File: src/hdl/cssf_pkg.sv
/*
  Package for the clock source select and oscillator fault block: source
  encodings, field widths, reset values and filter timing.
  Assumes one 50 MHz system clock and no register bus.
*/
package cssf_pkg;
  // clock source encodings held in each select field
  localparam int SEL_W = 3;
  localparam logic [2:0] SRC_CRYS1 = 3'h0;
  localparam logic [2:0] SRC_VLO = 3'h1;
  localparam logic [2:0] SRC_REFO = 3'h2;
  localparam logic [2:0] SRC_DIGOSC = 3'h3;
  localparam logic [2:0] SRC_DIGOSC_DIV = 3'h4;
  localparam logic [2:0] SRC_CRYS2 = 3'h5;
  // reset values of the select fields
  localparam logic [2:0] MAIN_SEL_RST = 3'h4;
  localparam logic [2:0] SUB_SEL_RST = 3'h4;
  localparam logic [2:0] AUX_SEL_RST = 3'h0;
  // fault flag positions in the fault flag vector
  localparam int FLT_W = 2;
  localparam int FLT_CRYS1 = 0;
  localparam int FLT_CRYS2 = 1;
  localparam logic [1:0] FLT_RST = 2'h0;
  // crystal fault filter time, in ns, and its cycle count at 50 MHz
  localparam int CLK_PERIOD_NS = 20;
  localparam int FAULT_FILT_NS = 200;
  localparam int FAULT_FILT_CYC = FAULT_FILT_NS / CLK_PERIOD_NS;
endpackage

File: src/hdl/cssf_sync.sv
/*
  Three-stage synchroniser with agreement filter for one pin level.
  Assumes the input is asynchronous to clock; the output changes only
  when the second and third stages agree.
*/
`timescale 1ns/100ps
module cssf_sync (
  // clock and reset
  input wire logic clock,
  input wire logic rst_n,
  // level in and filtered level out
  input wire logic async_in,
  output logic level_out
);
  logic s1_q;
  logic s2_q;
  logic s3_q;
  logic lvl_q;
  logic agree;

  // second and third stage agreement; the first stage feeds only s2
  assign agree = (s2_q == s3_q);
  assign level_out = lvl_q;

  // shift chain and filtered level
  always_ff @(posedge clock or negedge rst_n) begin
    if (!rst_n) begin
      s1_q <= 1'b0;
      s2_q <= 1'b0;
      s3_q <= 1'b0;
      lvl_q <= 1'b0;
    end else begin
      s1_q <= async_in;
      s2_q <= s1_q;
      s3_q <= s2_q;
      if (agree) begin
        lvl_q <= s3_q;
      end
    end
  end
endmodule

File: src/hdl/cssf_top.sv
/*
  Clock source select and crystal oscillator fault flag logic.
  Select fields route oscillator sources to main, sub-system and
  auxiliary clocks; crystal fault flags feed a combined fault flag that
  may raise a non-maskable interrupt. Assumes software drives the plain
  control ports in the system clock domain; crystal status pins are
  asynchronous.
*/
// What this block and the software driving it do
// select write switches clocks to new source
// select write may spuriously set crystal faults
// enabled combined fault raises non-maskable interrupt
// any select field change can trigger it
// software clears all faults after select change
// software disables fault interrupt while switching; the bench keeps it enabled for the per-field switches
// handler clears false flags to release combined
// tuning routine repeats loop while frequency high
// software waits 32x32 reference periods settling
`timescale 1ns/100ps
module cssf_top #(
  parameter int SEL_W = cssf_pkg::SEL_W,
  parameter int FILT_CYC = cssf_pkg::FAULT_FILT_CYC
) (
  // clock and reset
  input wire logic clock,
  input wire logic rst_n,
  // clock select register write
  input wire logic sel_wr,
  input wire logic [SEL_W-1:0] main_clock_source_select,
  input wire logic [SEL_W-1:0] subsystem_clock_source_select,
  input wire logic [SEL_W-1:0] auxiliary_clock_source_select,
  // crystal configuration and status pins
  input wire logic first_crystal_enable,
  input wire logic second_crystal_enable,
  input wire logic first_crystal_ok,
  input wire logic second_crystal_ok,
  // fault flag register access
  input wire logic [1:0] fault_clear,
  input wire logic fault_nmi_enable,
  // frequency locked loop control
  input wire logic frequency_locked_loop_enable,
  // clock routing outputs
  output logic [SEL_W-1:0] main_src,
  output logic [SEL_W-1:0] sub_src,
  output logic [SEL_W-1:0] aux_src,
  // fault flags, interrupt and loop status
  output logic [1:0] fault_flags,
  output logic combined_oscillator_fault_flag,
  output logic nmi_req,
  output logic loop_active
);
  logic [SEL_W-1:0] main_q;
  logic [SEL_W-1:0] sub_q;
  logic [SEL_W-1:0] aux_q;
  logic [1:0] flt_q;
  logic [1:0] flt_d;
  logic ofi_q;
  logic nmi_q;
  logic loop_q;
  logic crys1_ok_s;
  logic crys2_ok_s;
  logic [1:0] bad;
  logic [1:0] bad_filt;
  logic [1:0] spur;
  logic [1:0] set_ev;
  logic sel_change;
  logic [7:0] filt_cnt_q [2];

  // crystal status pins pass the three-stage filter
  cssf_sync u_crys1 (
    .clock(clock),
    .rst_n(rst_n),
    .async_in(first_crystal_ok),
    .level_out(crys1_ok_s)
  );
  cssf_sync u_crys2 (
    .clock(clock),
    .rst_n(rst_n),
    .async_in(second_crystal_ok),
    .level_out(crys2_ok_s)
  );

  // a crystal is bad when absent or not configured
  assign bad[cssf_pkg::FLT_CRYS1] = !(first_crystal_enable && crys1_ok_s);
  assign bad[cssf_pkg::FLT_CRYS2] = !(second_crystal_enable && crys2_ok_s);

  // any change of any field counts, whatever the combination
  assign sel_change = sel_wr && ((main_clock_source_select != main_q) ||
                      (subsystem_clock_source_select != sub_q) ||
                      (auxiliary_clock_source_select != aux_q));

  // erroneous clock request hits absent crystals on a switch
  assign spur = sel_change ? bad : 2'h0;

  // genuine faults only after bad persists for the filter time
  genvar g;
  generate
    for (g = 0; g < cssf_pkg::FLT_W; g++) begin : g_filt
      assign bad_filt[g] = (filt_cnt_q[g] == 8'(FILT_CYC));
      always_ff @(posedge clock or negedge rst_n) begin
        if (!rst_n) begin
          filt_cnt_q[g] <= 8'h00;
        end else if (!bad[g]) begin
          filt_cnt_q[g] <= 8'h00;
        end else if (!bad_filt[g]) begin
          filt_cnt_q[g] <= filt_cnt_q[g] + 8'h01;
        end
      end
    end
  endgenerate

  // set wins over a software clear in the same cycle
  assign set_ev = spur | bad_filt;
  assign flt_d = (flt_q & ~fault_clear) | set_ev;

  // select fields take the written sources
  always_ff @(posedge clock or negedge rst_n) begin
    if (!rst_n) begin
      main_q <= SEL_W'(cssf_pkg::MAIN_SEL_RST);
      sub_q <= SEL_W'(cssf_pkg::SUB_SEL_RST);
      aux_q <= SEL_W'(cssf_pkg::AUX_SEL_RST);
    end else if (sel_wr) begin
      main_q <= main_clock_source_select;
      sub_q <= subsystem_clock_source_select;
      aux_q <= auxiliary_clock_source_select;
    end
  end

  // fault flags, combined flag and interrupt
  always_ff @(posedge clock or negedge rst_n) begin
    if (!rst_n) begin
      flt_q <= cssf_pkg::FLT_RST;
      ofi_q <= 1'b0;
      nmi_q <= 1'b0;
      loop_q <= 1'b0;
    end else begin
      flt_q <= flt_d;
      ofi_q <= |flt_d;
      nmi_q <= (|flt_d) && fault_nmi_enable;
      loop_q <= frequency_locked_loop_enable;
    end
  end

  assign main_src = main_q;
  assign sub_src = sub_q;
  assign aux_src = aux_q;
  assign fault_flags = flt_q;
  assign combined_oscillator_fault_flag = ofi_q;
  assign nmi_req = nmi_q;
  assign loop_active = loop_q;
endmodule

File: config.mk
export PLATFORM = sky130hd
export DESIGN_NAME = cssf_top
export DESIGN_NICKNAME = d
export VERILOG_FILES = /design/src/hdl/cssf_pkg.sv /design/src/hdl/cssf_sync.sv /design/src/hdl/cssf_top.sv
export SDC_FILE = /design/constraint.sdc
export NUM_CORES = 1
export LEC_CHECK = 0
export ABC_AREA = 1
export BUFFER_PORTS_ARGS = -buffer_cell sky130_fd_sc_hd__buf_4
export CORE_MARGIN = 3
export CORE_UTILIZATION = 53
export DETAILED_ROUTE_END_ITERATION = 10
export GPL_TIMING_DRIVEN = 0
export PLACE_DENSITY = 0.75
export SETUP_SLACK_MARGIN = 0.5
export SYNTH_ARGS = -nofsm -noshare
export SYNTH_HDL_FRONTEND = slang
export SYNTH_HIERARCHICAL = 1
export SYNTH_SLANG_ARGS = --single-unit
File: constraint.sdc
create_clock -name clock -period 1.62 [get_ports clock]
set_clock_uncertainty 0.2 [all_clocks]
set_input_delay 0.081 -clock clock [delete_from_list [all_inputs] [get_ports clock]]
set_output_delay 0.081 -clock clock [all_outputs]
set_load 0.005 [all_outputs]
### Word-level counts from Yosys, hierarchy flattened

Index checks and enable logic that the tools add are counted.

* bitwise operators: 4
* add/subtract/negate cells: 2
* reductions and logical operators: 9
* equality and inequality tests: 9
* mux-type cells: 5

Operators with widths (number)
* 8-bit 2-to-1 mux: 4
* 8-bit by 1-bit adder with 8-bit output, second input constant: 2
* 8-bit by 4-bit equality test with 1-bit output, second input constant: 2
* 3-bit inequality test: 3
* 1-bit logical AND: 4
* 2-bit by 1-bit inequality test with 1-bit output, second input constant: 2
* 2-bit OR: 2
* 2-bit bitwise AND: 1
* 1-bit equality test: 2
* 1-bit logical NOT: 2
* 1-bit logical OR: 2
* 2-bit 2-to-1 mux: 1
* 2-bit inverter: 1
* 2-bit OR reduction: 1

* input port bits: 20
* output and inout port bits: 14
* bits in registers: 38
* word-level logic and storage cells: 46

### Longest topological paths before layout

Gate-level depths: netlist of run 1.

* depth in word-level cells: 9
* mapped depth: 10

### By module

Netlist of run 1, hierarchy kept.

By module, submodules not included
* cssf_top: seq. area each 753.2 sq um, area each 1482.7 sq um, cells each 161, times used 1
* cssf_sync: seq. area each 100.1 sq um, area each 116.4 sq um, cells each 8, times used 2

### Worst setup path before layout of run 1

OpenSTA, ideal clock, no wires.

* kind: register -> register
* start: register filt_cnt_q[8] (netlist bit)
* end: register nmi_q (netlist: nmi_req)
* stages on the path, launching flop included: 9
* required time: 1.304 ns
* data arrival time: 1.107 ns
* period minus slack after synthesis: 1.424 ns
* library setup time: 0.116 ns
* setup slack: 0.196 ns
* path through: dfrtp_1 > inv_1 > ha_1 > nand2_1 > nor2_4 > a21oi_1 > nand2_2 > nor2_2 > nor2_1

* word-level cells in the longest chain between the ends: 5

RTL lines
* start, declared: RTL line cssf_top.sv:67 `logic [7:0] filt_cnt_q [2];`
* start signal, assigned by index: RTL line cssf_top.sv:106 `filt_cnt_q[g] <= filt_cnt_q[g] + 8'h01;`
* 8-bit by 4-bit equality test with 1-bit output: RTL line cssf_top.sv:99 `assign bad_filt[g] = (filt_cnt_q[g] == 8'(FILT_CYC));`
* 2-bit OR: RTL line cssf_top.sv:113 `assign set_ev = spur | bad_filt;`
* 2-bit OR: RTL line cssf_top.sv:114 `assign flt_d = (flt_q & ~fault_clear) | set_ev;`
* net flt_d[0]: RTL line cssf_top.sv:56 `logic [1:0] flt_d;`
* 2-bit OR reduction: RTL line cssf_top.sv:139 `nmi_q <= (|flt_d) && fault_nmi_enable;`
* 1-bit logical AND: RTL line cssf_top.sv:139
* end signal, assigned: RTL line cssf_top.sv:139
* end, declared: RTL line cssf_top.sv:58 `logic nmi_q;`

The timed path passes the listed nets, and every way through them passes these cells.
A chain may end at the register's enable or synchronous reset.

### Final worst setup path of run 1

* start: register main_q[0] (netlist: main_src[0])
* end: register nmi_q (netlist: nmi_req)

* word-level cells in the longest chain between the ends: 9

RTL lines
* start, declared: RTL line cssf_top.sv:52 `logic [SEL_W-1:0] main_q;`
* start signal, assigned: RTL line cssf_top.sv:119 `main_q <= SEL_W'(cssf_pkg::MAIN_SEL_RST);`
* start signal, assigned: RTL line cssf_top.sv:123 `main_q <= main_clock_source_select;`
* 3-bit inequality test: RTL line cssf_top.sv:88 `assign sel_change = sel_wr && ((main_clock_source_select != main_q) ||`
* 1-bit logical OR: RTL line cssf_top.sv:88
* 1-bit logical OR: RTL line cssf_top.sv:89 `(subsystem_clock_source_select != sub_q) ||`
* 1-bit logical AND: RTL line cssf_top.sv:88
* 2-bit 2-to-1 mux: RTL line cssf_top.sv:93 `assign spur = sel_change ? bad : 2'h0;`
* 2-bit OR: RTL line cssf_top.sv:113
* 2-bit OR: RTL line cssf_top.sv:114
* net flt_d[0]: RTL line cssf_top.sv:56
* 2-bit OR reduction: RTL line cssf_top.sv:139
* 1-bit logical AND: RTL line cssf_top.sv:139

The timed path passes the listed nets, and every way through them passes these cells.

==> impl_metrics.json, run 1 <==
{
  "dieArea_um2": 3960,
  "rows": 20,
  "ant_nets": 0,
  "layout.nets": 283,
  "root_buffer": "clkbuf_4",
  "first_pass_iters": 4,
  "fill_cells": 128,
  "synthCells": 177,
  "crit_arrival_ps": 1590,
  "place.gp.congestion": 0.802,
  "maxCapViolCount": 0,
  "critical_path.top_delay_family": "simple AND/OR/NAND/NOR gates",
  "diodes": 0,
  "via_per_inst": 5.33,
  "cts_tree": "done",
  "grt_max_degree": 39,
  "cts_buffer_depth": 2,
  "max-slew-margin-rel_pct": 68.5,
  "portBuffers": 33,
  "start_util_pct": 55.7,
  "cts.clk_slew.worst_paths_ps": 120,
  "synth_most_common_cell": "dfrtp_1",
  "holdBufCountCts": 19,
  "setup_viol": 0,
  "yosys.area.top_type": "dfrtp_1",
  "min_from": "second_crystal_enable",
  "dp_hpwl_um": 2440,
  "final_core_util_pct": 90.6,
  "syn-cell-area_um2": 1720,
  "crit_chain": "inv_2 -> nand2_1 -> nand2_1 -> nand2_2 -> nor2_2 -> nand3_2 -> nand3_2 -> nand2_2 -> nor2_2 -> nor2_1",
  "grt_pass1_vias": 1588,
  "startpoint_type": "flop",
  "critPathCaptureType": "flop",
  "fin_ws_ps": 86.7,
  "wl_per_cell_um": 17.3,
  "whs_ps": -90.3,
  "critPathKind": "flop to flop",
  "rsz0062_at_grt": "true",
  "worstMarginPinSlew_ps": 472,
  "via_count": 1619,
  "synthArstFlopShare_pct": 100,
  "core_um2": 3080,
  "yosysWarningCount": 6,
  "synth-seq-cells": 38,
  "synth_nets": 201,
  "hold_viol": 12,
  "status": "finished, violations left",
  "dp_slack_ps": 100,
  "drc": 0,
  "path_buf_inv": 1,
  "cp_slowest_cell": "dfrtp_1",
  "fp.dieH_um": 62.9,
  "clk_latency_ps": 350,
  "synthFlopType": "dfrtp_1",
  "r2r_cells": 10,
  "syn-mean-instance-area_um2": 9.69,
  "synth-edff-count": 0,
  "r2r-end": "nmi_req$_DFF_PN0_",
  "fin_crit_ps": 1530,
  "routed_wl_um": 5270,
  "r2r_setup_slack_ps": 90,
  "netlist_top_cells_area": "dfrtp_1, inv_1, nand2_1",
  "maxSlewViolCount": 0,
  "required_ps": 1680,
  "yosysSeqAreaShare_pct": 55.6,
  "grt_overflow": 0,
  "whs_endpoint": "filt_cnt_q[2]$_DFFE_PN0P_",
  "die_w_um": 62.9,
  "numCtsBuffers": 5,
  "max_freq_mhz": 652,
  "ios": 34,
  "grt_pass1_wl_um": 7450,
  "yosysTopAreaCellShare_pct": 52.5,
  "grtUsageTotal_pct": 24.6,
  "final-seq-area_um2": 961,
  "cts.sinks": 38,
  "yosysUniqueCellTypes": 26,
  "htree_levels": 2,
  "drt_iter0_drc": 98,
  "power.density_nw_per_um2": 1080,
  "crit_path_max_fanout": 3,
  "violations": "hold timing",
  "hold_path_class": "input port to flop",
  "finalCritPeriodShare_pct": 94.7,
  "grt_antenna_before_repair": 0,
  "hold_depth": 4,
  "cpPeakStageDelay_ps": 430,
  "ir_drop_uv": 622,
  "area_growth_pct": 62.6,
  "synthTopCellsByCount": "dfrtp_1, inv_1, nand2_1",
  "p_leak_uw": 0.00132,
  "r2r_start": "main_src[0]$_DFFE_PN0P_",
  "drive_above_1_share_pct": 53.5,
  "multi_input_area_um2": 925
}
## cell type report
| class | instances | area share, % |
|---|---|---|
| Inverter | 28 | 3.77 |
| Buffer | 1 | 0.179 |
| Clock inverter | 1 | 0.179 |
| Tap cell | 44 | 1.97 |
| Sequential cell | 38 | 34.5 |
| Multi-Input combinational cell | 110 | 33.2 |
| Clock buffer | 7 | 1.97 |
| Timing Repair Buffer | 75 | 24.3 |
## flip-flops by register name, indices dropped and copies added, names as in the netlist
name	flops
aux_src	3
combined_oscillator_fault_flag	1
fault_flags	2
filt_cnt_q	16
loop_active	1
main_src	3
nmi_req	1
sub_src	3
u_crys1/level_out	1
u_crys1/s1_q	1
u_crys1/s2_q	1
u_crys1/s3_q	1
u_crys2/level_out	1
u_crys2/s1_q	1
u_crys2/s2_q	1
u_crys2/s3_q	1
## power breakdown
part	total [uW]	switching, uW	internal [uW]	leakage (uW)
registers	1340	227	1110	0.000458
clock network	535	324	211	0.0000353
logic	1140	518	625	0.000831
## cells in the final DEF (no fill, tap or decap), types with 5 or more instances in the layout
cell / n
buf_4: 38
dfrtp_1: 30
inv_1: 20
nand2_1: 20
dlygate4sd3_1: 19
buf_6: 18
inv_2: 8
nand2_2: 7
nor2_1: 7
nand3_2: 7
mux2_2: 7
a21oi_1: 7
a21oi_2: 6
dfrtp_2: 6
nand3_1: 5
clkbuf_4: 5
## tightest hold or removal path, cell delays in order
cell	delay, ps
buf_4	80
nand2_2	120
nand2_1	110
a21oi_2	30
## timing repair
| item | CTS | global route |
|---|---|---|
| resized for setup | 33 | 38 |
| setup buffers | 18 | 5 |
| endpoints found under the hold margin | 70 | 12 |
| pin swaps | 16 | 17 |
| endpoints found under the setup margin | 32 | 38 |
## cell families (layout without fill, tap and decap cells)
| family | Yosys count | after routing | share of synthesized area, % |
|---|---|---|---|
| flops | 38 | 38 | 55.6 |
| xor+xnor | 7 | 7 | 3.57 |
| mux | 7 | 7 | 4.60 |
| compound gates | 24 | 24 | 7.51 |
| simple gates | 68 | 68 | 19.4 |
| buf+inv | 29 | 112 | 6.42 |
| fa+ha+maj | 4 | 4 | 2.92 |
## metal layers
layer | GRT usage, % | vias to the layer above | wire length [um]
met1 | 28.2 | 794 | 2070
li1 | - | 740 | -
met5 | 0 | - | 0
met3 | 5.58 | 20 | 292
met4 | 9.09 | 0 | 184
met2 | 44.3 | 65 | 2720
## metrics by stage
stage / instance area (um^2) / hold WS (ps) / power (uW) / instances / TNS (ps)
after global routing: 2790 / -99.8 / 3180 / 304 / -47.4
after CTS: 2580 / -107 / 2680 / 299 / 0
after global placement: 2080 / -132 / 1830 / 254 / 0
after detailed placement: 2080 / -132 / 1880 / 254 / 0
after floorplan: 1780 / -415 / 1650 / 177 / 0
final: 2790 / -90.3 / 3020 / 304 / 0
## how the worst max path moves through the flow
stage | slack (ps) | depth (start not counted) | from | endpoint
floorplan | 240 | 7 | sub_src[2]$_DFFE_PN1P_ | nmi_req$_DFF_PN0_
global placement | 150 | 8 | main_src[1]$_DFFE_PN0P_ | nmi_req$_DFF_PN0_
detailed placement | 100 | 8 | aux_src[1]$_DFFE_PN0P_ | combined_oscillator_fault_flag$_DFF_PN0_
CTS | 150 | 8 | filt_cnt_q[0]$_DFFE_PN0P_ | combined_oscillator_fault_flag$_DFF_PN0_
global route | -20 | 10 | main_src[0]$_DFFE_PN0P_ | nmi_req$_DFF_PN0_
finish | 90 | 10 | main_src[0]$_DFFE_PN0P_ | nmi_req$_DFF_PN0_
(Power assumes the default switching activity.)
==> inputs of run 2 (changes only) <==
--- a/config.mk
+++ b/config.mk
@@ -12,6 +12,7 @@
 export DETAILED_ROUTE_END_ITERATION = 10
 export GPL_TIMING_DRIVEN = 0
 export PLACE_DENSITY = 0.75
+export RECOVER_POWER = 25
 export SETUP_SLACK_MARGIN = 0.5
 export SYNTH_ARGS = -nofsm -noshare
 export SYNTH_HDL_FRONTEND = slang
==> impl_metrics.json, run 2 (synthesized netlist as in run 1, its figures left out) <==
{
  "layout.nets": 283,
  "drt_iter0_drc": 97,
  "rsz0062_at_grt": "true",
  "root_buffer": "clkbuf_4",
  "worstMarginPinSlew_ps": 930,
  "portBuffers": 33,
  "critPathCaptureType": "flop",
  "routed_wl_um": 5260,
  "core_um2": 3080,
  "grt_overflow": 0,
  "ir_drop_uv": 623,
  "startpoint_type": "flop",
  "diodes": 0,
  "drive_above_1_share_pct": 53.5,
  "setup_viol": 0,
  "dp_hpwl_um": 2440,
  "rows": 20,
  "finalCritPeriodShare_pct": 94.8,
  "wl_per_cell_um": 17.3,
  "top_layer": "met4",
  "htree_levels": 2,
  "required_ps": 1680,
  "violations": "hold timing",
  "drc": 0,
  "mostFrequentLayoutCells": "buf_4, dfrtp_1, inv_1, nand2_1, dlygate4sd3_1",
  "ant_nets": 0,
  "met2RoutedLength_um": 2720,
  "grtUsageTotal_pct": 24.6,
  "grt_max_degree": 39,
  "crit_arrival_ps": 1590,
  "cp_slowest_cell": "dfrtp_1",
  "whs_ps": -92.4,
  "hold_viol": 12,
  "cts_tree": "done",
  "fin_crit_ps": 1540,
  "cts_buffer_depth": 2,
  "regMostFlops": "filt_cnt_q",
  "design_area_um2": 2790,
  "wl_met3_um": 273,
  "cts.sinks": 38,
  "wirelength_met1_um": 2090,
  "dieArea_um2": 3960,
  "p_leak_uw": 0.00132,
  "place.gp.congestion": 0.802,
  "holdBufCountCts": 19,
  "instances_no_fill": 304,
  "final_common_cell": "buf_4",
  "first_pass_iters": 4,
  "maxSlewViolCount": 0,
  "cpPeakStageDelay_ps": 430,
  "die_w_um": 62.9,
  "critPathKind": "flop to flop",
  "area_growth_pct": 62.4,
  "crit_path_max_fanout": 3,
  "via_per_inst": 5.30,
  "power.density_nw_per_um2": 1080,
  "max-slew-margin-rel_pct": 38.0,
  "start_util_pct": 55.7,
  "grt_pass1_vias": 1588,
  "fp.dieH_um": 62.9,
  "grt_antenna_before_repair": 0,
  "largest_reg_flops": 16,
  "maxCapViolCount": 0,
  "hold_path_class": "input port to flop",
  "place_inst": 254,
  "numCtsBuffers": 5,
  "cts.clk_slew.worst_paths_ps": 120,
  "crit_chain": "inv_2 -> nand2_1 -> nand2_1 -> nand2_2 -> nor2_2 -> nand3_2 -> nand3_2 -> nand2_2 -> nor2_2 -> nor2_1",
  "place_area_um2": 2080,
  "ios": 34,
  "grt_pass1_wl_um": 7450,
  "clk_latency_ps": 350,
  "fin_setup_tns_ps": 0,
  "max_freq_mhz": 651,
  "status": "finished, violations left",
  "via_count": 1610,
  "p_total_uw": 3020
}
## run 2: final timing paths
| path | start | end | slack, ps | cells past startpoint |
|---|---|---|---|---|
| max | main_src[0]$_DFFE_PN0P_ | nmi_req$_DFF_PN0_ | 80 | 10 |
| min | second_crystal_enable | filt_cnt_q[2]$_DFFE_PN0P_ | -90 | 4 |
| max reg2reg | main_src[0]$_DFFE_PN0P_ | nmi_req$_DFF_PN0_ | 80 | 10 |
| min reg2reg | u_crys2/s1_q$_DFF_PN0_ | u_crys2/s2_q$_DFF_PN0_ | 170 | 0 |
| max in group asynchronous | rst_n | filt_cnt_q[13]$_DFFE_PN0P_ | 370 | 2 |
| min in group asynchronous | rst_n | filt_cnt_q[2]$_DFFE_PN0P_ | 200 | 2 |
## run 2: layer usage
layer	global-route usage, %	up-vias
li1	-	740
met1	28.2	791
met3	5.58	18
met5	0	-
met4	9.09	0
met2	44.3	61
## run 2: layout make-up
type,instances,area [um^2]
Sequential cell,38,961
Multi-Input combinational cell,110,925
Timing Repair Buffer,75,676
Fill cell,129,292
Inverter,28,105
Clock buffer,7,55.1
Tap cell,44,55.1
Clock inverter,1,5.00
Buffer,1,5.00
## run 2: timing repair
| item | 4_1_cts | 5_1_grt |
|---|---|---|
| gates resized for setup | 33 | 38 |
| setup buffers | 18 | 5 |
| hold endpoints to repair | 70 | 12 |
| pin swaps | 16 | 17 |
| setup endpoints to repair | 32 | 38 |
## run 2: critical path: cells and delay by family (launching register included)
kind | cells | cell delay [ps]
buf+inv | 1 | 70
flops | 1 | 430
simple gates | 9 | 740
## run 2: where the power goes
group          switching [uW]  leakage (uW)  internal (uW)  total (uW)
combinational             518      0.000830            624        1140
sequential                227      0.000458           1110        1340
clock                     323     0.0000353            211         533
## run 2: per-stage QoR
stage / setup WS [ps] / utilization, %
finish: 84.9 / 90.5
global route: -24.3 / 90.5
floorplan: 243 / -
CTS: 151 / 84.0
global placement: 153 / 67.7
detailed placement: 100 / 67.7
